<file path="src/hdl/dplc_pkg.sv">
// Shared constants for the DAC power-down lockout controller and its host.
// Assumes a single 200 MHz system clock on both ends of the serial link.
package dplc_pkg;

	// ==========================================================
	// Serial frame layout
	localparam logic [5:0] FRAME_BITS = 6'h20;
	localparam int CMD_HI = 27;
	localparam int CMD_LO = 24;
	localparam int ADDR_HI = 23;
	localparam int ADDR_LO = 20;
	localparam int DATA_HI = 19;
	localparam int DATA_LO = 4;
	localparam int POWER_MODE_HI_BIT = 9;
	localparam int POWER_MODE_LO_BIT = 8;
	localparam int SEL_B_BIT = 3;
	localparam int SEL_A_BIT = 0;
	localparam int CLEAR_SELECT_HI_BIT = 1;
	localparam int CLEAR_SELECT_LO_BIT = 0;
	localparam int DAC_WIDTH = 16;
	localparam int NUM_CHANNELS = 2;

	// ==========================================================
	// Commands and channel addresses
	localparam logic [3:0] CMD_WRITE_INPUT = 4'h0;
	localparam logic [3:0] CMD_UPDATE_DAC = 4'h1;
	localparam logic [3:0] CMD_WRITE_UPDATE_ALL = 4'h2;
	localparam logic [3:0] CMD_WRITE_UPDATE = 4'h3;
	localparam logic [3:0] CMD_POWER = 4'h4;
	localparam logic [3:0] CMD_CLEAR_CODE = 4'h5;
	localparam logic [3:0] ADDR_A = 4'h0;
	localparam logic [3:0] ADDR_B = 4'h1;
	localparam logic [3:0] ADDR_ALL = 4'hF;

	// ==========================================================
	// Power modes and clear codes
	localparam logic [1:0] POWER_NORMAL = 2'h0;
	localparam logic [1:0] CLEAR_SEL_ZERO = 2'h0;
	localparam logic [1:0] CLEAR_SEL_MID = 2'h1;
	localparam logic [1:0] CLEAR_SEL_FULL = 2'h2;
	localparam logic [1:0] CLEAR_SEL_NOP = 2'h3;
	localparam logic [15:0] CLEAR_VAL_ZERO = 16'h0000;
	localparam logic [15:0] CLEAR_VAL_MID = 16'h8000;
	localparam logic [15:0] CLEAR_VAL_FULL = 16'hFFFF;

	// ==========================================================
	// Pin synchroniser slots, idle levels after reset
	localparam int PIN_SCLK = 0;
	localparam int PIN_SDATA = 1;
	localparam int PIN_FRAME_N = 2;
	localparam int PIN_LOCKOUT_N = 3;
	localparam int PIN_CLEAR_N = 4;
	localparam int PIN_LOAD_N = 5;
	localparam int PIN_COUNT = 6;
	localparam logic [5:0] PIN_IDLE = 6'h3C;

	// ==========================================================
	// Timing: serial clock half period
	localparam int CLK_PERIOD_PS = 5000;
	localparam int SCLK_HALF_NS = 20;
	localparam int SCLK_HALF_CYC = (SCLK_HALF_NS * 1000 + CLK_PERIOD_PS - 1) / CLK_PERIOD_PS;

	typedef enum logic [1:0] {DPLC_IDLE, DPLC_SHIFT, DPLC_GAP} dplc_host_state_t;

endpackage : dplc_pkg
</file>
<file path="src/hdl/dplc_link_if.sv">
// Three-wire serial link plus the lockout, clear and load pins.
// Host end drives every wire; the DAC end only listens.
`timescale 1ns/1ps
interface dplc_link_if;
	logic sclk;
	logic sdata;
	logic frame_n;
	logic lockout_pin_n;
	logic async_clear_pin_n;
	logic load_update_pin_n;

	// ==========================================================
	// Party views
	modport dac (input sclk, input sdata, input frame_n, input lockout_pin_n,
		input async_clear_pin_n, input load_update_pin_n);
	modport host (output sclk, output sdata, output frame_n, output lockout_pin_n,
		output async_clear_pin_n, output load_update_pin_n);
endinterface : dplc_link_if

</file>
<file path="src/hdl/dplc_dac_end.sv">
// DAC end: serial frame receiver, channel registers, power-down lockout.
// Assumes every link wire is asynchronous to sys_clk_in and slower than
// a quarter of its rate, so two-flop sampling resolves each edge.
`timescale 1ns/1ps
module dplc_dac_end (
	input wire logic sys_clk_in,
	input wire logic reset_n_in,
	dplc_link_if.dac link,
	output logic [15:0] dac_a_out,
	output logic [15:0] dac_b_out,
	output logic [1:0] power_mode_a_out,
	output logic [1:0] power_mode_b_out,
	output logic write_done_out,
	output logic write_aborted_out
);

	// ==========================================================
	// Pin synchronisers
	logic [dplc_pkg::PIN_COUNT-1:0] pins_raw;
	logic [dplc_pkg::PIN_COUNT-1:0] meta_r;
	logic [dplc_pkg::PIN_COUNT-1:0] sync_r;
	logic [dplc_pkg::PIN_COUNT-1:0] prev_r;

	assign pins_raw[dplc_pkg::PIN_SCLK] = link.sclk;
	assign pins_raw[dplc_pkg::PIN_SDATA] = link.sdata;
	assign pins_raw[dplc_pkg::PIN_FRAME_N] = link.frame_n;
	assign pins_raw[dplc_pkg::PIN_LOCKOUT_N] = link.lockout_pin_n;
	assign pins_raw[dplc_pkg::PIN_CLEAR_N] = link.async_clear_pin_n;
	assign pins_raw[dplc_pkg::PIN_LOAD_N] = link.load_update_pin_n;

	// Two flops per pin; only the second stage and its delayed copy feed logic
	always_ff @(posedge sys_clk_in or negedge reset_n_in) begin
		if (!reset_n_in) begin
			meta_r <= dplc_pkg::PIN_IDLE;
			sync_r <= dplc_pkg::PIN_IDLE;
			prev_r <= dplc_pkg::PIN_IDLE;
		end else begin
			meta_r <= pins_raw;
			sync_r <= meta_r;
			prev_r <= sync_r;
		end
	end

	// ==========================================================
	// Edge and level decode
	wire s_frame_n = sync_r[dplc_pkg::PIN_FRAME_N];
	wire s_sdata = sync_r[dplc_pkg::PIN_SDATA];
	wire s_lock_n = sync_r[dplc_pkg::PIN_LOCKOUT_N];
	wire s_load_n = sync_r[dplc_pkg::PIN_LOAD_N];
	wire sclk_rise = sync_r[dplc_pkg::PIN_SCLK] & ~prev_r[dplc_pkg::PIN_SCLK];
	wire sclk_fall = ~sync_r[dplc_pkg::PIN_SCLK] & prev_r[dplc_pkg::PIN_SCLK];
	// Edges come from synchronised copies, so a runt pulse cannot split decisions
	wire lock_fall = ~s_lock_n & prev_r[dplc_pkg::PIN_LOCKOUT_N];
	wire clear_fall = ~sync_r[dplc_pkg::PIN_CLEAR_N] & prev_r[dplc_pkg::PIN_CLEAR_N];
	wire load_fall = ~s_load_n & prev_r[dplc_pkg::PIN_LOAD_N];
	wire abort_now = lock_fall | clear_fall;

	// ==========================================================
	// Frame receiver state
	logic [31:0] shift_r;
	logic [5:0] bitcnt_r;
	logic armed_r;
	logic aborted_r;
	logic done_r;

	wire frame_full = (bitcnt_r == dplc_pkg::FRAME_BITS);
	wire take_bit = armed_r & ~s_frame_n & sclk_rise & ~frame_full & ~abort_now;
	// Execute on the falling serial edge that follows the 32nd rising one
	wire exec = armed_r & ~s_frame_n & sclk_fall & frame_full & ~abort_now;

	// Shift in MSB first; frame select high rearms, an abort while frame select is low disarms
	always_ff @(posedge sys_clk_in or negedge reset_n_in) begin
		if (!reset_n_in) begin
			shift_r <= 32'h0000_0000;
			bitcnt_r <= 6'h00;
			armed_r <= 1'b0;
			aborted_r <= 1'b0;
			done_r <= 1'b0;
		end else begin
			done_r <= exec;
			if (s_frame_n) begin
				bitcnt_r <= 6'h00;
				armed_r <= 1'b1;
				aborted_r <= 1'b0;
			end else if (abort_now && armed_r) begin
				armed_r <= 1'b0;
				aborted_r <= 1'b1;
			end else if (take_bit) begin
				shift_r <= {shift_r[30:0], s_sdata};
				bitcnt_r <= bitcnt_r + 6'h01;
			end else if (exec) begin
				armed_r <= 1'b0;
			end
		end
	end

	// ==========================================================
	// Command field decode
	wire [3:0] cmd = shift_r[dplc_pkg::CMD_HI:dplc_pkg::CMD_LO];
	wire [3:0] addr = shift_r[dplc_pkg::ADDR_HI:dplc_pkg::ADDR_LO];
	wire [15:0] wdata = shift_r[dplc_pkg::DATA_HI:dplc_pkg::DATA_LO];
	wire [1:0] mode_req = {shift_r[dplc_pkg::POWER_MODE_HI_BIT],
		shift_r[dplc_pkg::POWER_MODE_LO_BIT]};
	wire [1:0] clear_sel_req = {shift_r[dplc_pkg::CLEAR_SELECT_HI_BIT],
		shift_r[dplc_pkg::CLEAR_SELECT_LO_BIT]};
	wire is_write = exec & (cmd == dplc_pkg::CMD_WRITE_INPUT
		| cmd == dplc_pkg::CMD_WRITE_UPDATE | cmd == dplc_pkg::CMD_WRITE_UPDATE_ALL);
	wire is_wr_upd = exec & (cmd == dplc_pkg::CMD_WRITE_UPDATE);
	wire is_upd_all = exec & (cmd == dplc_pkg::CMD_WRITE_UPDATE_ALL);
	wire is_update = exec & (cmd == dplc_pkg::CMD_UPDATE_DAC);
	// Lockout low gates power-down off; release lets it through once the synchronised level is high
	wire is_power = exec & (cmd == dplc_pkg::CMD_POWER) & s_lock_n;
	wire is_code = exec & (cmd == dplc_pkg::CMD_CLEAR_CODE);

	// Channel address match and power-down select bits
	logic [dplc_pkg::NUM_CHANNELS-1:0] addr_hit;
	logic [dplc_pkg::NUM_CHANNELS-1:0] pd_sel;
	assign addr_hit[0] = (addr == dplc_pkg::ADDR_A) | (addr == dplc_pkg::ADDR_ALL);
	assign addr_hit[1] = (addr == dplc_pkg::ADDR_B) | (addr == dplc_pkg::ADDR_ALL);
	assign pd_sel[0] = shift_r[dplc_pkg::SEL_A_BIT];
	assign pd_sel[1] = shift_r[dplc_pkg::SEL_B_BIT];

	// ==========================================================
	// Clear code register and its value
	logic [1:0] clear_sel_r;
	logic [15:0] clear_val;
	wire clear_active = clear_fall & (clear_sel_r != dplc_pkg::CLEAR_SEL_NOP);

	// Selection of the clear value; the no-op code leaves registers alone
	always_comb begin
		case (clear_sel_r)
			dplc_pkg::CLEAR_SEL_ZERO: clear_val = dplc_pkg::CLEAR_VAL_ZERO;
			dplc_pkg::CLEAR_SEL_MID: clear_val = dplc_pkg::CLEAR_VAL_MID;
			dplc_pkg::CLEAR_SEL_FULL: clear_val = dplc_pkg::CLEAR_VAL_FULL;
			default: clear_val = dplc_pkg::CLEAR_VAL_ZERO;
		endcase
	end

	// Clear code only changes by its own command
	always_ff @(posedge sys_clk_in or negedge reset_n_in) begin
		if (!reset_n_in) begin
			clear_sel_r <= dplc_pkg::CLEAR_SEL_ZERO;
		end else if (is_code) begin
			clear_sel_r <= clear_sel_req;
		end
	end

	// ==========================================================
	// Per-channel input, DAC and power-mode registers
	logic [15:0] input_r [dplc_pkg::NUM_CHANNELS];
	logic [15:0] dac_r [dplc_pkg::NUM_CHANNELS];
	logic [1:0] pmode_r [dplc_pkg::NUM_CHANNELS];

	genvar ch;
	generate
		for (ch = 0; ch < dplc_pkg::NUM_CHANNELS; ch++) begin : g_chan
			wire wr_hit = is_write & addr_hit[ch];
			// Load low updates at frame end; load falling edge copies input over
			wire upd_sync = (is_wr_upd & addr_hit[ch]) | is_upd_all
				| (is_update & addr_hit[ch]) | (wr_hit & ~s_load_n);
			wire [15:0] next_in = wr_hit ? wdata : input_r[ch];

			// Clear first, then lockout, then ordinary commands and load
			always_ff @(posedge sys_clk_in or negedge reset_n_in) begin
				if (!reset_n_in) begin
					input_r[ch] <= dplc_pkg::CLEAR_VAL_ZERO;
					dac_r[ch] <= dplc_pkg::CLEAR_VAL_ZERO;
					pmode_r[ch] <= dplc_pkg::POWER_NORMAL;
				end else if (clear_fall) begin
					if (clear_active) begin
						input_r[ch] <= clear_val;
						dac_r[ch] <= clear_val;
					end
					if (!s_lock_n) begin
						pmode_r[ch] <= dplc_pkg::POWER_NORMAL;
					end
				end else if (lock_fall) begin
					// Output resumes at the held DAC value; nothing else moves
					pmode_r[ch] <= dplc_pkg::POWER_NORMAL;
				end else begin
					input_r[ch] <= next_in;
					if (upd_sync || load_fall) begin
						dac_r[ch] <= next_in;
					end
					if (is_power && pd_sel[ch]) begin
						pmode_r[ch] <= mode_req;
					end
				end
			end
		end
	endgenerate

	// Lockout release leaves modes untouched: no saved state is restored

	// ==========================================================
	// Outputs
	assign dac_a_out = dac_r[0];
	assign dac_b_out = dac_r[1];
	assign power_mode_a_out = pmode_r[0];
	assign power_mode_b_out = pmode_r[1];
	assign write_done_out = done_r;
	assign write_aborted_out = aborted_r;

endmodule : dplc_dac_end

</file>
<file path="src/flat_wrapper.sv">
// flat-port wrapper written by rule: the top's interface ports become plain ports
module dplc_dac_end_flat 
  (sys_clk_in, reset_n_in, dac_a_out, dac_b_out, power_mode_a_out, power_mode_b_out, write_done_out, write_aborted_out, link_sclk, link_sdata, link_frame_n, link_lockout_pin_n, link_async_clear_pin_n, link_load_update_pin_n);
  dplc_link_if link_i ();
  input wire logic sys_clk_in;
  input wire logic reset_n_in;
  output logic [15:0] dac_a_out;
  output logic [15:0] dac_b_out;
  output logic [1:0] power_mode_a_out;
  output logic [1:0] power_mode_b_out;
  output logic write_done_out;
  output logic write_aborted_out;
  input wire logic [$bits(link_i.sclk)-1:0] link_sclk;
  input wire logic [$bits(link_i.sdata)-1:0] link_sdata;
  input wire logic [$bits(link_i.frame_n)-1:0] link_frame_n;
  input wire logic [$bits(link_i.lockout_pin_n)-1:0] link_lockout_pin_n;
  input wire logic [$bits(link_i.async_clear_pin_n)-1:0] link_async_clear_pin_n;
  input wire logic [$bits(link_i.load_update_pin_n)-1:0] link_load_update_pin_n;
  assign link_i.sclk = link_sclk;
  assign link_i.sdata = link_sdata;
  assign link_i.frame_n = link_frame_n;
  assign link_i.lockout_pin_n = link_lockout_pin_n;
  assign link_i.async_clear_pin_n = link_async_clear_pin_n;
  assign link_i.load_update_pin_n = link_load_update_pin_n;
  dplc_dac_end u_core (.sys_clk_in(sys_clk_in), .reset_n_in(reset_n_in), .link(link_i), .dac_a_out(dac_a_out), .dac_b_out(dac_b_out), .power_mode_a_out(power_mode_a_out), .power_mode_b_out(power_mode_b_out), .write_done_out(write_done_out), .write_aborted_out(write_aborted_out));
endmodule
</file>
<file path="config.mk">
export PLATFORM = sky130hd
export DESIGN_NAME = dplc_dac_end_flat
export DESIGN_NICKNAME = d
export VERILOG_FILES = /design/src/hdl/dplc_pkg.sv /design/src/hdl/dplc_link_if.sv /design/src/hdl/dplc_dac_end.sv /design/src/flat_wrapper.sv
export SDC_FILE = /design/constraint.sdc
export NUM_CORES = 1
export LEC_CHECK = 0
export BUFFER_PORTS_ARGS = -buffer_cell sky130_fd_sc_hd__buf_2
export CAP_MARGIN = 40
export CORE_UTILIZATION = 54
export CTS_BUF_LIST = sky130_fd_sc_hd__clkbuf_8 sky130_fd_sc_hd__clkbuf_16
export CTS_CLUSTER_DIAMETER = 150
export CTS_CLUSTER_SIZE = 40
export DETAILED_ROUTE_END_ITERATION = 8
export PLACE_DENSITY_LB_ADDON = 0.2
export SLEW_MARGIN = 20
export SYNTH_ARGS = -nofsm -noshare
export SYNTH_HDL_FRONTEND = slang
export SYNTH_SLANG_ARGS = --single-unit
</file>
<file path="constraint.sdc">
create_clock -name sys_clk_in -period 3.3 [get_ports sys_clk_in]
set_input_delay 0.495 -clock sys_clk_in [delete_from_list [all_inputs] [get_ports sys_clk_in]]
set_output_delay 0.495 -clock sys_clk_in [all_outputs]
set_load 0.05 [all_outputs]
</file>
* Word-level counts from Yosys, hierarchy flattened
Cells that the tools add are included.
** Storage, ports and cells
- Register bits after elaboration :: 125
- Bits of input ports :: 8
- Output and inout port bits :: 38
- Word-level logic and storage cells :: 132
** Operators by class
- $add $sub $neg :: 1
- Eq/ne operators :: 16
- Mux-type cells :: 30
- Bitwise operators :: 48
- Reductions and logical operators :: 22
** Operators with widths (number)
- $mux 16 :: 13
- $pmux 16 s2 :: 1
- $and 1x1->1 :: 28
- $mux 6 :: 3
- $mux 2 :: 7
- $or 1x1->1 :: 11
- $reduce_and 2->1 :: 5
- $not 1->1 :: 9
- $reduce_and 3->1 :: 3
- $reduce_bool 3->1 :: 3
- $eq 4x1->1 const B :: 2
- $eq 4x2->1 const B :: 2
- $eq 4x3->1 const B :: 2
- $logic_not 4->1 :: 2
- $ne 2x2->1 const B :: 4
- $reduce_bool 2->1 :: 4
- $add 6x1->6 const B :: 1
- $eq 6x6->1 const B :: 1
- $mux 1 :: 6
- $eq 4x4->1 const B :: 1
- $logic_and 1x1->1 :: 3
- $ne 3x2->1 const B :: 1
- $eq 2x1->1 const B :: 1
- $eq 2x2->1 const B :: 1
- other kinds (2) :: 3

* Logic depth before layout (Yosys ltp)
Gate-level depths: netlist of the first run.
- Depth after elaboration :: 14
- Mapped depth :: 8
- Gate-level depth less buffers :: 6

* Least setup slack after synthesis of the first run
OpenSTA, ideal clock, no wires.
- Path kind :: reg-to-reg
- From :: reg u_core.sync_r[4] (netlist name)
- To :: reg u_core.dac_r, in the netlist u_core.dac_a_out[0]
- Library setup time :: 0.128 ns
- Arrival :: 2.110 ns
- Data required time :: 3.172 ns
- Slack :: 1.062 ns
- Stages on the path, launching flop included :: 9
- Buffers on the path :: 3
- Clock period less this slack :: 2.238 ns
- Path through :: dfstp_2 -> nand2b_1 -> buf_4 -> nand4b_4 -> or4b_1 -> buf_6 -> buf_8 -> mux2i_1 -> mux2_1
** On the way
- Longest elaborated chain between the ends :: 13
- Elaborated cells on any way between the ends :: 26
- Classes of those cells :: eq/ne (2); mux (4); bitwise (17); reduce/logical (3)
** RTL lines
- from (decl) :: RTL line dplc_dac_end.sv:21 : logic [dplc_pkg::PIN_COUNT-1:0] sync_r;
- from (signal assigned) :: RTL line dplc_dac_end.sv:35 : sync_r <= dplc_pkg::PIN_IDLE;
- from (signal assigned) :: RTL line dplc_dac_end.sv:39 : sync_r <= meta_r;
- $not 1->1 * :: RTL line dplc_dac_end.sv:54 : wire clear_fall = ~sync_r[dplc_pkg::PIN_CLEAR_N] & prev_r[dplc_pkg::PIN_CLEAR_N];
- $and 1x1->1 * :: RTL line dplc_dac_end.sv:54
- $or 1x1->1 :: RTL line dplc_dac_end.sv:56 : wire abort_now = lock_fall | clear_fall;
- $not 1->1 :: RTL line dplc_dac_end.sv:69 : wire exec = armed_r & ~s_frame_n & sclk_fall & frame_full & ~abort_now;
- $and 1x1->1 :: RTL line dplc_dac_end.sv:69
- $and 1x1->1 :: RTL line dplc_dac_end.sv:108 : wire is_wr_upd = exec & (cmd == dplc_pkg::CMD_WRITE_UPDATE);
- $and 1x1->1 :: RTL line dplc_dac_end.sv:159 : wire upd_sync = (is_wr_upd & addr_hit[ch]) | is_upd_all
- $or 1x1->1 :: RTL line dplc_dac_end.sv:159
- $or 1x1->1 (2 in series) :: RTL line dplc_dac_end.sv:160 : | (is_update & addr_hit[ch]) | (wr_hit & ~s_load_n);
- $logic_or 1x1->1 :: RTL line dplc_dac_end.sv:182 : if (upd_sync || load_fall) begin
- $reduce_bool 2->1 (no line)
- $reduce_and 3->1 (no line)
- to (signal, indexed assignment) :: RTL line dplc_dac_end.sv:167 : dac_r[ch] <= dplc_pkg::CLEAR_VAL_ZERO;
- to (signal, indexed assignment) :: RTL line dplc_dac_end.sv:172 : dac_r[ch] <= clear_val;
- to (signal, indexed assignment) :: RTL line dplc_dac_end.sv:183 : dac_r[ch] <= next_in;
- to (decl) :: RTL line dplc_dac_end.sv:151 : logic [15:0] dac_r [dplc_pkg::NUM_CHANNELS];
Every way passes the cells marked *; elsewhere a longest branch is shown, timed or not. The select of a mux whose other input is x is not followed.
A chain may end at the register's enable or synchronous reset.

* Worst setup path after layout of the first run
- From :: reg u_core.sync_r[3] (netlist name)
- To :: reg u_core.dac_r, in the netlist u_core.dac_a_out[5]
** On the way
- Longest elaborated chain between the ends :: 13
- Elaborated cells on any way between the ends :: 24
- Classes of those cells :: eq/ne (1); mux (4); bitwise (16); reduce/logical (3)
** RTL lines
- $not 1->1 * :: RTL line dplc_dac_end.sv:53 : wire lock_fall = ~s_lock_n & prev_r[dplc_pkg::PIN_LOCKOUT_N];
- $and 1x1->1 * :: RTL line dplc_dac_end.sv:53
- $or 1x1->1 :: RTL line dplc_dac_end.sv:56
- $not 1->1 :: RTL line dplc_dac_end.sv:69
- $and 1x1->1 :: RTL line dplc_dac_end.sv:69
- $and 1x1->1 :: RTL line dplc_dac_end.sv:108
- $and 1x1->1 :: RTL line dplc_dac_end.sv:159
- $or 1x1->1 :: RTL line dplc_dac_end.sv:159
- $or 1x1->1 (2 in series) :: RTL line dplc_dac_end.sv:160
- $logic_or 1x1->1 :: RTL line dplc_dac_end.sv:182
- $reduce_bool 2->1 (no line)
- $reduce_and 3->1 (no line)
Marked as above.

==> results, run 1 <==
- Routability-driven placement finished with a final weighted congestion of 0.741.
- The cell depth of the worst setup path is 6.
- The count of buffers inserted at the top-level ports is 45.
- The final-report max-slew violation count is 0.
- Across the run, the number of max-cap violations was 0.
- Summed over all nets, the switching power comes to 0.000762 W.
- The netlist uses 46 different library cells.
- The worst path arrival time is 2.92 ns.
- The power per standard cell area is 557 nW/µm².
- The die extent in x is 103 µm.
- The number of rows created at floorplan is 36.
- On the worst path, the slowest cell contributes a delay of 0.79 ns.
- The fraction of layout cells with a size suffix above 1 is 0.395.
- Along the worst hold path, the cell count comes to 1.
- In the global route stage, overall resource usage came out at 0.224.
- The clock passes through at most 2 buffers.
- At the end of the flow the core is filled with cells to 0.663.
- The first global-routing pass estimated 17500 µm of wire.
- The total buffers and inverters traversed by the critical path is 1.
- The H-tree was split into 4 levels.
- Of the available clock period, the critical path in the final layout requires 0.768.
- The number of enable-type register cells in the synthesized netlist is 0.
- The core area is 9770 µm².
- The maximum fanout along the worst path is 10.
- The total CTS buffers is 17.
- 46 I/O pins were placed.
- The clock tree root buffer cell is sky130_fd_sc_hd__clkbuf_8.
- Measured along the y axis, the die boundary spans 103 µm.
- After synthesis, the share of flip-flops with an asynchronous set or reset is 1.00.
- In this run, post-CTS repair resized a total of 0 instances.
- In the routed design, unresolved DRC markers number 0.
- Summing every instance area after synthesis gives 5460 µm².
- The initial antenna violation count came to 0.
- The final critical delay including setup and external delays is 2.53 ns.
- The achievable clock frequency is 395 MHz.
- The area of the die is 10500 µm².
- The number of clock sinks is 123.
- After detailed routing, the total wire length is 10400 µm.
- The share of total power dissipated in sequential elements is 0.436.
- The count of final hold-check violations was 0.
- The internal power of the cells totals 0.00284 W.
- Entering global routing, the biggest net connects 65 pins.
- Once detail routing completed, the nets flagged for antenna violations numbered 0.
- The number of global-route vias before repair came to 3459.
- The synthesized instance count is 411.
- STA classifies the critical path endpoint as a register.
- The slew of the pin with the lowest slew margin is 0.738 ns.
- Counting flops and latches in the post-synthesis netlist gives 123.
- The later pin in the worst-skew pair is clocked with a latency of 0.52 ns.
- Fill cells in the final layout number 734.
- For this configuration, the core starts out at a cell density of 0.558.
- The most used flip-flop cell after synthesis is sky130_fd_sc_hd__dfrtp_1.
- The area growth from synthesis to layout is 18.7%.
- For the worst setup path, the data required time is 3.69 ns.
- STA classifies the critical path startpoint as a register.
- In this design, the largest share of critical-path delay is due to simple AND/OR/NAND/NOR gates.
- Traced cell by cell, the critical path runs through nand2b_2, nand4b_4, or4b_1, buf_8, mux2i_1, mux2_1.
- The share of total power dissipated in combinational logic is 0.043.
- The mean number of vias per cell is 5.53.
- The clock tree skew after final layout is 0.00518 ns.
- Setup repair after global routing left no endpoint under its margin.
- The setup path with the least slack is of type register to register.
- Among all stages on the critical path, the largest delay is contributed by sky130_fd_sc_hd__or4b_1.
- The worst hold path belongs to the class primary input to register.
- In this run the mean area of a mapped cell was 13.3 µm².
- IR analysis of the VDD net gives a maximum drop of 0.000395 V.
- Measured against its own limit, the worst slew margin works out to 0.508.
- The final setup violation count is 0.
- The summed negative setup slack over all endpoints is 0 ns.
- The repair_antennas step left the layout with diodes totalling 0.
- The worst register-to-register path has a depth of 6.
- Across all layers, the routed design uses 3359 vias.
- The number of nets in the layout is 473.
- Summed over all cells, the static leakage comes to 3.25 nW.
- The run finished with clean final reports.
- Of the total power, the share spent switching nets is 0.211.
- Clock-pin slew was measured on the worst setup and hold paths at 0.06 ns.
- Yosys printed 0 warnings.
- Of the total power, the clock network draws 0.522.
- The share of the Yosys chip area taken by registers is 0.566.
- The average wire per cell in the routed design is 17.2 µm.
- The half-perimeter wire length of the detailed placement result is 6440 µm.
- The first detailed-routing pass ran for 4 iterations.
- The post-synth net total is 423.
- TritonCTS built the clock tree.
- After global routing the overflow that remains totals 0.
- The first routing iteration left 123 violations.
-- metal layers --
| metal | vias to the layer above | track usage | routed length (µm) |
|---|---|---|---|
| met4 | 0 | 0.0758 | 139 |
| li1 | 1582 | - | - |
| met3 | 12 | 0.0624 | 289 |
| met1 | 1719 | 0.289 | 4910 |
| met5 | - | 0 | 0 |
| met2 | 46 | 0.366 | 5080 |
-- timing repair --
| action | 4_1_cts | 5_1_grt |
|---|---|---|
| hold buffers | 0 | 1 |
| buffers inserted | 0 | 0 |
| endpoints found under the hold margin | 0 | 6 |
-- power by group through the flow --
stage	combinational, W	clock (W)	sequential, W
3_3_place_gp	0.000146	0	0.00159
3_5_place_dp	0.000151	0	0.00160
5_1_grt	0.000169	0.00197	0.00157
2_1_floorplan	0.0000869	0	0.00159
6_report	0.000153	0.00188	0.00157
4_1_cts	0.000152	0.00191	0.00157
-- state kept, by name, indices dropped and copies added, names as in the netlist, 2 cells and up --
register and count:
u_core.sync_r 6, u_core.power_mode_b_out 2, u_core.dac_a_out 16, u_core.meta_r 6, u_core.power_mode_a_out 2, u_core.bitcnt_r 6, u_core.shift_r 28, u_core.input_r 32
u_core.clear_sel_r 2, u_core.prev_r 4, u_core.dac_b_out 16
-- final timing paths --
| path | start | endpoint | slack, ns |
|---|---|---|---|
| max reg2reg | u_core.sync_r[3]$_DFF_PN1_ | u_core.dac_a_out[5]$_DFFE_PN0P_ | 0.77 |
| min | link_async_clear_pin_n | u_core.meta_r[4]$_DFF_PN1_ | 0.07 |
| max in group asynchronous | reset_n_in | u_core.dac_b_out[6]$_DFFE_PN0P_ | 2.37 |
| max | u_core.sync_r[3]$_DFF_PN1_ | u_core.dac_a_out[5]$_DFFE_PN0P_ | 0.77 |
| min in group asynchronous | reset_n_in | u_core.bitcnt_r[0]$_DFFE_PN0P_ | 0.37 |
| min reg2reg | u_core.meta_r[1]$_DFF_PN0_ | u_core.sync_r[1]$_DFF_PN0_ | 0.35 |
-- per-stage QoR --
stage / power, W / instances / worst slack, ns / area, µm² / hold WS, ns
final: 0.00360 / 607 / 0.766 / 6480 / 0.0748
after global routing: 0.00372 / 607 / 0.651 / 6480 / 0.0561
after CTS: 0.00364 / 605 / 0.757 / 6440 / 0.0584
after detailed placement: 0.00175 / 573 / 0.779 / 5830 / 0.335
after global placement: 0.00174 / 571 / 0.695 / 5790 / 0.333
after floorplan: 0.00168 / 411 / 1.06 / 5460 / 0.199
-- cell type report --
class | instances | area [µm²] | share of cell area
Clock buffer | 18 | 428 | 0.0661
Clock inverter | 14 | 179 | 0.0276
Inverter | 10 | 37.5 | 0.00579
Multi-Input combinational cell | 253 | 2210 | 0.342
Sequential cell | 123 | 3090 | 0.477
Tap cell | 133 | 166 | 0.0257
Timing Repair Buffer | 56 | 360 | 0.0556
-- kinds of logic (layout without fill, tap and decap cells) --
kind of cell	count (synthesis)	count (layout)	synth area share
flip-flops	123	123	0.566
XOR/XNOR	2	2	0.00321
buffers and inverters	35	98	0.0312
AND/OR/NAND/NOR	49	49	0.0564
AO/OA/AOI/OAI	69	69	0.0761
adder cells (fa/ha/maj)	4	4	0.00917
multiplexers	129	129	0.258
-- cells in the mapped netlist (all sizes together), types with 2 or more instances --
| cell | instances | area share |
|---|---|---|
| dfrtp | 112 | 0.51 |
| mux2 | 92 | 0.19 |
| a21oi | 52 | 0.048 |
| mux2i | 37 | 0.068 |
| clkbuf | 13 | 0.0089 |
| buf | 12 | 0.015 |
| dfstp | 11 | 0.053 |
| nand2 | 11 | 0.0076 |
| inv | 10 | 0.0069 |
| nand2b | 6 | 0.0073 |
| nor2 | 6 | 0.0041 |
| o21ai | 5 | 0.0046 |
| ha | 4 | 0.0092 |
| nand3 | 4 | 0.0037 |
| nor2b | 4 | 0.0046 |
| nand3b | 3 | 0.0041 |
| o31ai | 3 | 0.0066 |
| and4 | 2 | 0.0032 |
| nor4b | 2 | 0.0044 |
| o2111ai | 2 | 0.0032 |
| o21a | 2 | 0.0027 |
| or4 | 2 | 0.0027 |
-- cell usage in the layout, fill, tap and decap left out, types with 2 or more instances in the layout --
cell,n
sky130_fd_sc_hd__dfstp_2,11
sky130_fd_sc_hd__nand3_1,4
sky130_fd_sc_hd__buf_4,7
sky130_fd_sc_hd__dfrtp_1,112
sky130_fd_sc_hd__clkbuf_16,16
sky130_fd_sc_hd__clkinvlp_4,2
sky130_fd_sc_hd__buf_8,2
sky130_fd_sc_hd__o21ai_0,5
sky130_fd_sc_hd__o31ai_1,2
sky130_fd_sc_hd__nand3b_1,3
sky130_fd_sc_hd__and4_1,2
sky130_fd_sc_hd__mux2_2,82
sky130_fd_sc_hd__mux2i_1,37
sky130_fd_sc_hd__inv_1,13
sky130_fd_sc_hd__o2111ai_1,2
sky130_fd_sc_hd__ha_1,4
sky130_fd_sc_hd__o21a_1,2
sky130_fd_sc_hd__clkbuf_8,2
sky130_fd_sc_hd__mux2_1,10
sky130_fd_sc_hd__bufinv_16,4
sky130_fd_sc_hd__clkinv_2,3
sky130_fd_sc_hd__nor2b_1,4
sky130_fd_sc_hd__buf_2,44
sky130_fd_sc_hd__nand2b_1,4
sky130_fd_sc_hd__nand2_1,11
sky130_fd_sc_hd__nor2_1,6
sky130_fd_sc_hd__a21oi_1,52
sky130_fd_sc_hd__nor4b_2,2
sky130_fd_sc_hd__or4_1,2
sky130_fd_sc_hd__nand2b_2,2
-- worst register-to-register path: cells and delay by family (launching register included) --
kind / cells / cell delay (ns)
buf+inv: 1 / 0.26
flops: 1 / 0.54
mux: 2 / 0.45
simple gates: 3 / 1.15
(Power assumes the default switching activity.)
==> inputs of run 2 (changes only) <==
Clock period 3.3 ns to 2.2 ns, I/O delays scaled along.
==> run 2 against run 1 <==
Compared with the run above: worst hold slack improved by 0.28 ns; first-iteration DRC count increased by 24%; critical path depth unchanged; final cell count increased by 3.8%; register-to-register slack got worse by 0.75 ns; count of clock-buffer cells in the layout increased by 4; largest power group unchanged; clock power increased by 27%; critical endpoint is now u_core.dac_a_out[2]$_DFFE_PN0P_; via count increased by 4.1%; fmax increased by 16%.
==> results, run 2 (same netlist as run 1, synthesis figures left out) <==
- The flow ran to the end, and the final reports show no timing, DRC or antenna violations.
- The average wire per cell in the routed design was 17.3 µm (+0.51%).
- The utilization after layout is 0.688 (+0.0251).
- The number of nets in the layout came to 496 (+4.9%).
- The part of the total power dissipated in combinational logic is 0.053 (+0.010).
- The worst IR drop on VDD came to 0.000557 V (+41%).
- The routed wire length is 10900 µm (+4.3%).
- The height of the die is 103 µm (unchanged).
- The post-route antenna net violation count came to 0 (unchanged).
- The total CTS buffers is 17 (unchanged).
- The worst hold path terminates at u_core.sync_r[1]$_DFF_PN0_.
- The area of the die was 10500 µm² (unchanged).
- The total number of H-tree levels is 4 (unchanged).
- The total power after layout is 0.00501 W (+39%).
- The count of final hold-check violations is 0 (unchanged).
- The flip-flop count of the largest register after layout is 32 (unchanged).
- The number of clock sinks is 123 (unchanged).
- STA classifies the critical path startpoint as a register.
- The startpoint identified for the worst register-to-register timing path is u_core.shift_r[21]$_DFFE_PN0P_.
- The last weighted congestion value of the routability-driven placer is 0.796 (+7.4%).
- The capturing element type of the critical path is a register.
- The number of global-route vias before repair is 3510 (+1.5%).
- The total global routing track utilization came to 0.229 (+0.00464).
- The starting density of the core is 0.558 (unchanged).
- The global-route wire length before repair is 17800 µm (+1.9%).
- The cell area after layout was 6720 µm² (+3.8%).
- The worst hold slack is 0.352 ns (+0.277 ns).
- The final cycle utilization of the critical path is 0.994 (+0.226).
- The buffer levels on the longest clock path came to 2 (unchanged).
- The clock tree root buffer cell is sky130_fd_sc_hd__clkbuf_8.
- The clock share of power is 0.477 (-0.045).
- The critical path required time is 2.60 ns (-1.09 ns).
- The CTS tree is done.
- The layout overhead on the synthesized area is 23.1%.
- The worst setup margin is 0.0127 ns (-0.753 ns).
- The worst relative slew slack came to 0.534 (+0.0260).
- The CTS clock-pin slew for the worst setup and hold paths is 0.06 ns (about the same).
- The count of inserted antenna diode cells is 0 (unchanged).
- The number of primary I/O pins is 46 (unchanged).
- The total leakage power is 3.41 nW (+4.9%).
- The count of buffers inserted at the top-level ports came to 45 (unchanged).
- The core area is 9770 µm² (unchanged).
- The pin count of the biggest net entering global routing is 52 (-20%).
- The number of cell instances on the worst register-to-register path is 6 (unchanged).
- The die extent in x is 103 µm (unchanged).
- The number of filler instances in the final layout was 708 (-3.5%).
- The worst slack at placement is 0.0494 ns (-0.730 ns).
- The sequential standard cell area came to 3090 µm² (unchanged).
- The worst path arrival time is 2.59 ns (-0.33 ns).
- The min-delay analysis places its worst path in the category register to register.
- The area of the multi-input gates is 2290 µm² (+3.2%).
- The fraction of layout cells with a size suffix above 1 is 0.433 (+0.0381).
- The final-report max-slew violation count is 0 (unchanged).
- The number of vias after detailed routing was 3496 (+4.1%).
- The post-place instance area is 5990 µm² (+2.8%).
- Setup repair after global routing could not meet its margin everywhere.
- The largest registers in the layout are u_core.input_r (32), u_core.shift_r (28).
- The power per standard cell area is 746 nW/µm² (+34%).
- The design internal power was 0.00393 W (+38%).
- More flip-flops sit in one register than any other, and that register is u_core.input_r.
- The number of DRC violations after detailed routing was 0 (unchanged).
- The number of rows created at floorplan is 36 (unchanged).
- The clock tree skew after final layout is 0.00541 ns (+0.000229 ns).
- The residual overflow from global routing is 0 (unchanged).
- The initial antenna violation count is 0 (unchanged).
- The max-cap check violation count came to 0 (unchanged).
- The register-to-register setup slack came to 0.01 ns (-0.75 ns).
- The slew of the pin with the lowest slew margin is 0.699 ns (-0.0390 ns).
- Leaving out fill and tap cells, the most frequent cells in the layout are sky130_fd_sc_hd__dfrtp_1 (112), sky130_fd_sc_hd__mux2_2 (81), sky130_fd_sc_hd__a21oi_1 (52).
- The net load switching power is 0.00108 W (+42%).
- The half-perimeter wire length of the detailed placement result is 6810 µm (+5.8%).
- The detailed-router iteration count before antenna repair is 5 (+1).
- The final critical delay including setup and external delays is 2.19 ns (-0.347 ns).
- The insertion delay of the later-clocked pin in the worst-skew pair is 0.52 ns (about the same).
- The mean number of vias per cell is 5.55 (+0.28%).
- The final setup violation count is 0 (unchanged).
- The register share of total power is 0.470 (+0.034).
- The switching power share of the total is 0.216 (+0.00441).
- The startpoint of the tightest hold check path is u_core.meta_r[1]$_DFF_PN0_.
- Leaving out fill and tap cells, the most frequent cell in the layout is sky130_fd_sc_hd__dfrtp_1.
- The cell count of the worst hold path is 0 (-1).
- The maximum fanout along the worst path is 8 (-2).
- The end of the worst register-to-register path is u_core.dac_a_out[2]$_DFFE_PN0P_.
- The critical path is of the register to register type.
- The number of design-rule violations left by the first detailed-router iteration came to 153 (+24%).
- The achievable clock frequency is 457 MHz (+16%).
[run 2: metrics by stage]
step,TNS (ns),std cells
6_report,0,630
3_5_place_dp,0,586
5_1_grt,-0.376,630
2_1_floorplan,0,411
4_1_cts,0,625
3_3_place_gp,0,586
[run 2: critical path: stages (launching register included)]
cell and delay, ns:
sky130_fd_sc_hd__dfrtp_1 0.38, sky130_fd_sc_hd__or2_4 0.27, sky130_fd_sc_hd__o31ai_4 0.25, sky130_fd_sc_hd__or4b_4 0.54, sky130_fd_sc_hd__clkbuf_16 0.20, sky130_fd_sc_hd__mux2i_2 0.16
sky130_fd_sc_hd__mux2_4 0.28
[run 2: power by group through the flow]
| stage | registers, W | clock network (W) | logic (W) |
|---|---|---|---|
| finish | 0.00236 | 0.00239 | 0.000268 |
| global route | 0.00236 | 0.00255 | 0.000295 |
| CTS | 0.00236 | 0.00244 | 0.000264 |
| detailed placement | 0.00239 | 0 | 0.000252 |
| global placement | 0.00239 | 0 | 0.000248 |
| floorplan | 0.00239 | 0 | 0.000130 |
[run 2: worst max path at each step]
stage / startpoint / slack, ns / endpoint / cells after the start
6_report: u_core.shift_r[21]$_DFFE_PN0P_ / 0.01 / u_core.dac_a_out[2]$_DFFE_PN0P_ / 6
5_1_grt: u_core.shift_r[21]$_DFFE_PN0P_ / -0.03 / u_core.dac_a_out[2]$_DFFE_PN0P_ / 6
4_1_cts: u_core.shift_r[21]$_DFFE_PN0P_ / 0.04 / u_core.dac_a_out[13]$_DFFE_PN0P_ / 6
3_5_place_dp: u_core.shift_r[21]$_DFFE_PN0P_ / 0.05 / u_core.dac_a_out[13]$_DFFE_PN0P_ / 6
3_3_place_gp: u_core.sync_r[0]$_DFF_PN0_ / 0.09 / u_core.dac_a_out[1]$_DFFE_PN0P_ / 6
2_1_floorplan: u_core.sync_r[4]$_DFF_PN1_ / 0.01 / u_core.dac_a_out[0]$_DFFE_PN0P_ / 8
[run 2: cell type report]
type / count / share of cell area
flip-flops and latches: 123 / 0.460
clock buffers: 22 / 0.0718
inverters: 10 / 0.00558
repair buffers: 79 / 0.0919
clock inverters: 10 / 0.00596
multi-input cells: 253 / 0.340
well taps: 133 / 0.0248
[run 2: routing by layer]
layer	track usage	up-vias	routed length, µm
met3	0.0515	16	361
met5	0	-	0
met4	0.0956	0	167
met1	0.310	1792	5030
met2	0.357	61	5310
li1	-	1627	-
[run 2: repair_timing]
| action | CTS | global route |
|---|---|---|
| endpoints found under the setup margin | 0 | 55 |
| hold buffers | 7 | 0 |
| setup buffers | 0 | 4 |
| gates resized for setup | 0 | 20 |
| hold endpoints to repair | 46 | 0 |
==> inputs of run 3 (changes only) <==
Settings changed: CTS_BUF_LIST sky130_fd_sc_hd__clkbuf_8 sky130_fd_sc_hd__clkbuf_16 to unset.
==> run 3 against run 2 <==
Compared with the run above: via count grew 0.20%; clock power is essentially flat; die area stayed put; clock skew hardly changed; total power is 0.67% higher; critical path depth did not move; first-iteration DRC count decreased by 7.2%; utilization is the same; critical path type unchanged; critical endpoint unchanged.
==> results, run 3 (same netlist as run 1, synthesis figures left out) <==
- The worst path arrival time is 2.59 ns (about the same).
- The count of buffers inserted at the top-level ports is 45 (unchanged).
- The final critical delay including setup and external delays was 2.19 ns (+0.00165 ns).
- The achievable clock frequency came to 457 MHz (about the same).
- The pin count of the biggest net entering global routing was 52 (unchanged).
- The critical path goes through or2_4, o31ai_4, or4b_4, clkbuf_16, mux2i_2, mux2_4.
- The number of global-route vias before repair came to 3510 (unchanged).
- The total leakage power is 3.37 nW (-0.97%).
- The starting density of the core was 0.558 (unchanged).
- The critical path is of the register to register type.
- On the critical path the largest part of the delay comes from simple AND/OR/NAND/NOR gates.
- The number of filler instances in the final layout is 708 (unchanged).
- The initial antenna violation count is 0 (unchanged).
- The height of the die was 103 µm (unchanged).
- The residual overflow from global routing came to 0 (unchanged).
- The number of primary I/O pins is 46 (unchanged).
- The maximum fanout along the worst path is 8 (unchanged).
- The post-route antenna net violation count is 0 (unchanged).
- The CTS clock-pin slew for the worst setup and hold paths is 0.05 ns (about the same).
- The total number of H-tree levels is 4 (unchanged).
- The buffer levels on the longest clock path is 2 (unchanged).
- The max-cap check violation count was 0 (unchanged).
- The worst IR drop on VDD is 0.000557 V (about the same).
- The mean number of vias per cell was 5.56 (+0.20%).
- The insertion delay of the later-clocked pin in the worst-skew pair is 0.52 ns (about the same).
- The detailed-router iteration count before antenna repair came to 4 (-1).
- The number of nets in the layout came to 496 (unchanged).
- The flip-flop count of the largest register after layout was 32 (unchanged).
- The worst hold slack is 0.352 ns (+0.0000300 ns).
- The startpoint kind of the worst setup timing path is a register.
- The delay of the slowest cell on the worst path is 0.54 ns (about the same).
- The most common cell after layout, fill and taps aside is sky130_fd_sc_hd__dfrtp_1.
- STA classifies the critical path endpoint as a register.
- The root buffer cell chosen for the clock tree is sky130_fd_sc_hd__clkbuf_8.
- The register with the most flip-flops is u_core.input_r.
- The die extent in x is 103 µm (unchanged).
- TritonCTS built the clock tree.
- The total CTS buffers came to 17 (unchanged).
- The clock tree skew after final layout is 0.00556 ns (+0.000149 ns).
- The half-perimeter wire length of the detailed placement result is 6810 µm (unchanged).
- The global-route wire length before repair is 17800 µm (unchanged).
- The count of inserted antenna diode cells is 0 (unchanged).
- The library cells used most frequently in the layout, excluding fill and tap cells, are sky130_fd_sc_hd__dfrtp_1 (112), sky130_fd_sc_hd__mux2_2 (81), sky130_fd_sc_hd__a21oi_1 (52).
- The last weighted congestion value of the routability-driven placer is 0.796 (unchanged).
- The total global routing track utilization is 0.229 (unchanged).
- The number of clock sinks is 123 (unchanged).
- The final-report max-slew violation count is 0 (unchanged).
- The core area is 9770 µm² (unchanged).
- The tightest min-delay check is of the register to register type.
- The number of design-rule violations left by the first detailed-router iteration is 142 (-7.2%).
- The number of DRC violations after detailed routing came to 0 (unchanged).
- The count of final hold-check violations was 0 (unchanged).
- The number of rows created at floorplan was 36 (unchanged).
- The fraction of layout cells with a size suffix above 1 is 0.433 (unchanged).
- The cell type of the slowest stage on the worst timing path is sky130_fd_sc_hd__or4b_4.
- The worst relative slew slack is 0.536 (+0.00230).
- The final setup violation count was 0 (unchanged).
- The register-to-register setup slack came to 0.01 ns (about the same).
- The slew of the pin with the lowest slew margin is 0.696 ns (-0.00345 ns).
- In the final layout, the registers with the most flip-flops are u_core.input_r (32), u_core.shift_r (28).
- The number of vias after detailed routing came to 3503 (+0.20%).
- The total power after layout is 0.00505 W (+0.67%).
- The layout overhead on the synthesized area is 23.1% (unchanged).
- The flow ran to the end, and the final reports show no timing, DRC or antenna violations.
- The final cycle utilization of the critical path is 0.995 (about the same).
- The routed wire length is 10800 µm (-0.19%).
- The total buffers and inverters traversed by the critical path is 1 (unchanged).
- The area of the die is 10500 µm² (unchanged).
- Setup repair after global routing could not meet its margin everywhere.
- The average wire per cell in the routed design is 17.2 µm (-0.19%).
- The power per standard cell area was 751 nW/µm² (+0.67%).
- The critical path required time was 2.60 ns (about the same).
run 3: where the power goes:
group / switching, W / internal, W / total (W)
sequential: 0.0000351 / 0.00232 / 0.00236
combinational: 0.000150 / 0.000118 / 0.000268
clock: 0.000894 / 0.00153 / 0.00242
total: 0.00108 / 0.00397 / 0.00505
run 3: per-layer routing:
layer  share of wire  track usage  vias to the layer above
li1                -            -                     1624
met1            0.46        0.310                     1789
met2            0.49        0.357                       69
met3           0.032       0.0515                       21
met4           0.019       0.0956                        0
met5               0            0                        -
run 3: worst paths after layout:
path | startpoint | to | cells past startpoint
min reg2reg | u_core.meta_r[1]$_DFF_PN0_ | u_core.sync_r[1]$_DFF_PN0_ | 0
max reg2reg | u_core.shift_r[21]$_DFFE_PN0P_ | u_core.dac_a_out[2]$_DFFE_PN0P_ | 6
min in group asynchronous | reset_n_in | u_core.bitcnt_r[4]$_DFFE_PN0P_ | 2
max in group asynchronous | reset_n_in | u_core.input_r[10]$_DFFE_PN0P_ | 3
max | u_core.shift_r[21]$_DFFE_PN0P_ | u_core.dac_a_out[2]$_DFFE_PN0P_ | 6
min | u_core.meta_r[1]$_DFF_PN0_ | u_core.sync_r[1]$_DFF_PN0_ | 0
run 3: repair_timing:
action | CTS | global route
resized for setup | 0 | 20
hold endpoints to repair | 46 | 0
endpoints found under the setup margin | 0 | 55
hold buffers | 7 | 0
buffers inserted | 0 | 4
run 3: worst reg2reg max path, stage by stage (launching register included):
cell and delay, ns:
sky130_fd_sc_hd__dfrtp_1 0.38, sky130_fd_sc_hd__or2_4 0.27, sky130_fd_sc_hd__o31ai_4 0.25, sky130_fd_sc_hd__or4b_4 0.54, sky130_fd_sc_hd__clkbuf_16 0.21, sky130_fd_sc_hd__mux2i_2 0.16
sky130_fd_sc_hd__mux2_4 0.28
run 3: final cells by class:
type                       count  area, µm²  area share
clock buffer                  30        513      0.0763
multi-input combinational    253       2290       0.340
tap                          133        166      0.0248
sequential                   123       3090       0.460
clock inverter                 2       10.0     0.00149
timing repair buffer          79        618      0.0919
inverter                      10       37.5     0.00558
run 3: through the flow:
stage	instance area [µm²]	util	cells	setup WS [ns]	TNS, ns
3_3_place_gp	5990	0.613	586	0.0871	0
4_1_cts	6590	0.674	625	0.0403	0
5_1_grt	6720	0.688	630	-0.0334	-0.379
3_5_place_dp	5990	0.613	586	0.0494	0
6_report	6720	0.688	630	0.0111	0
2_1_floorplan	5460	-	411	0.0146	0
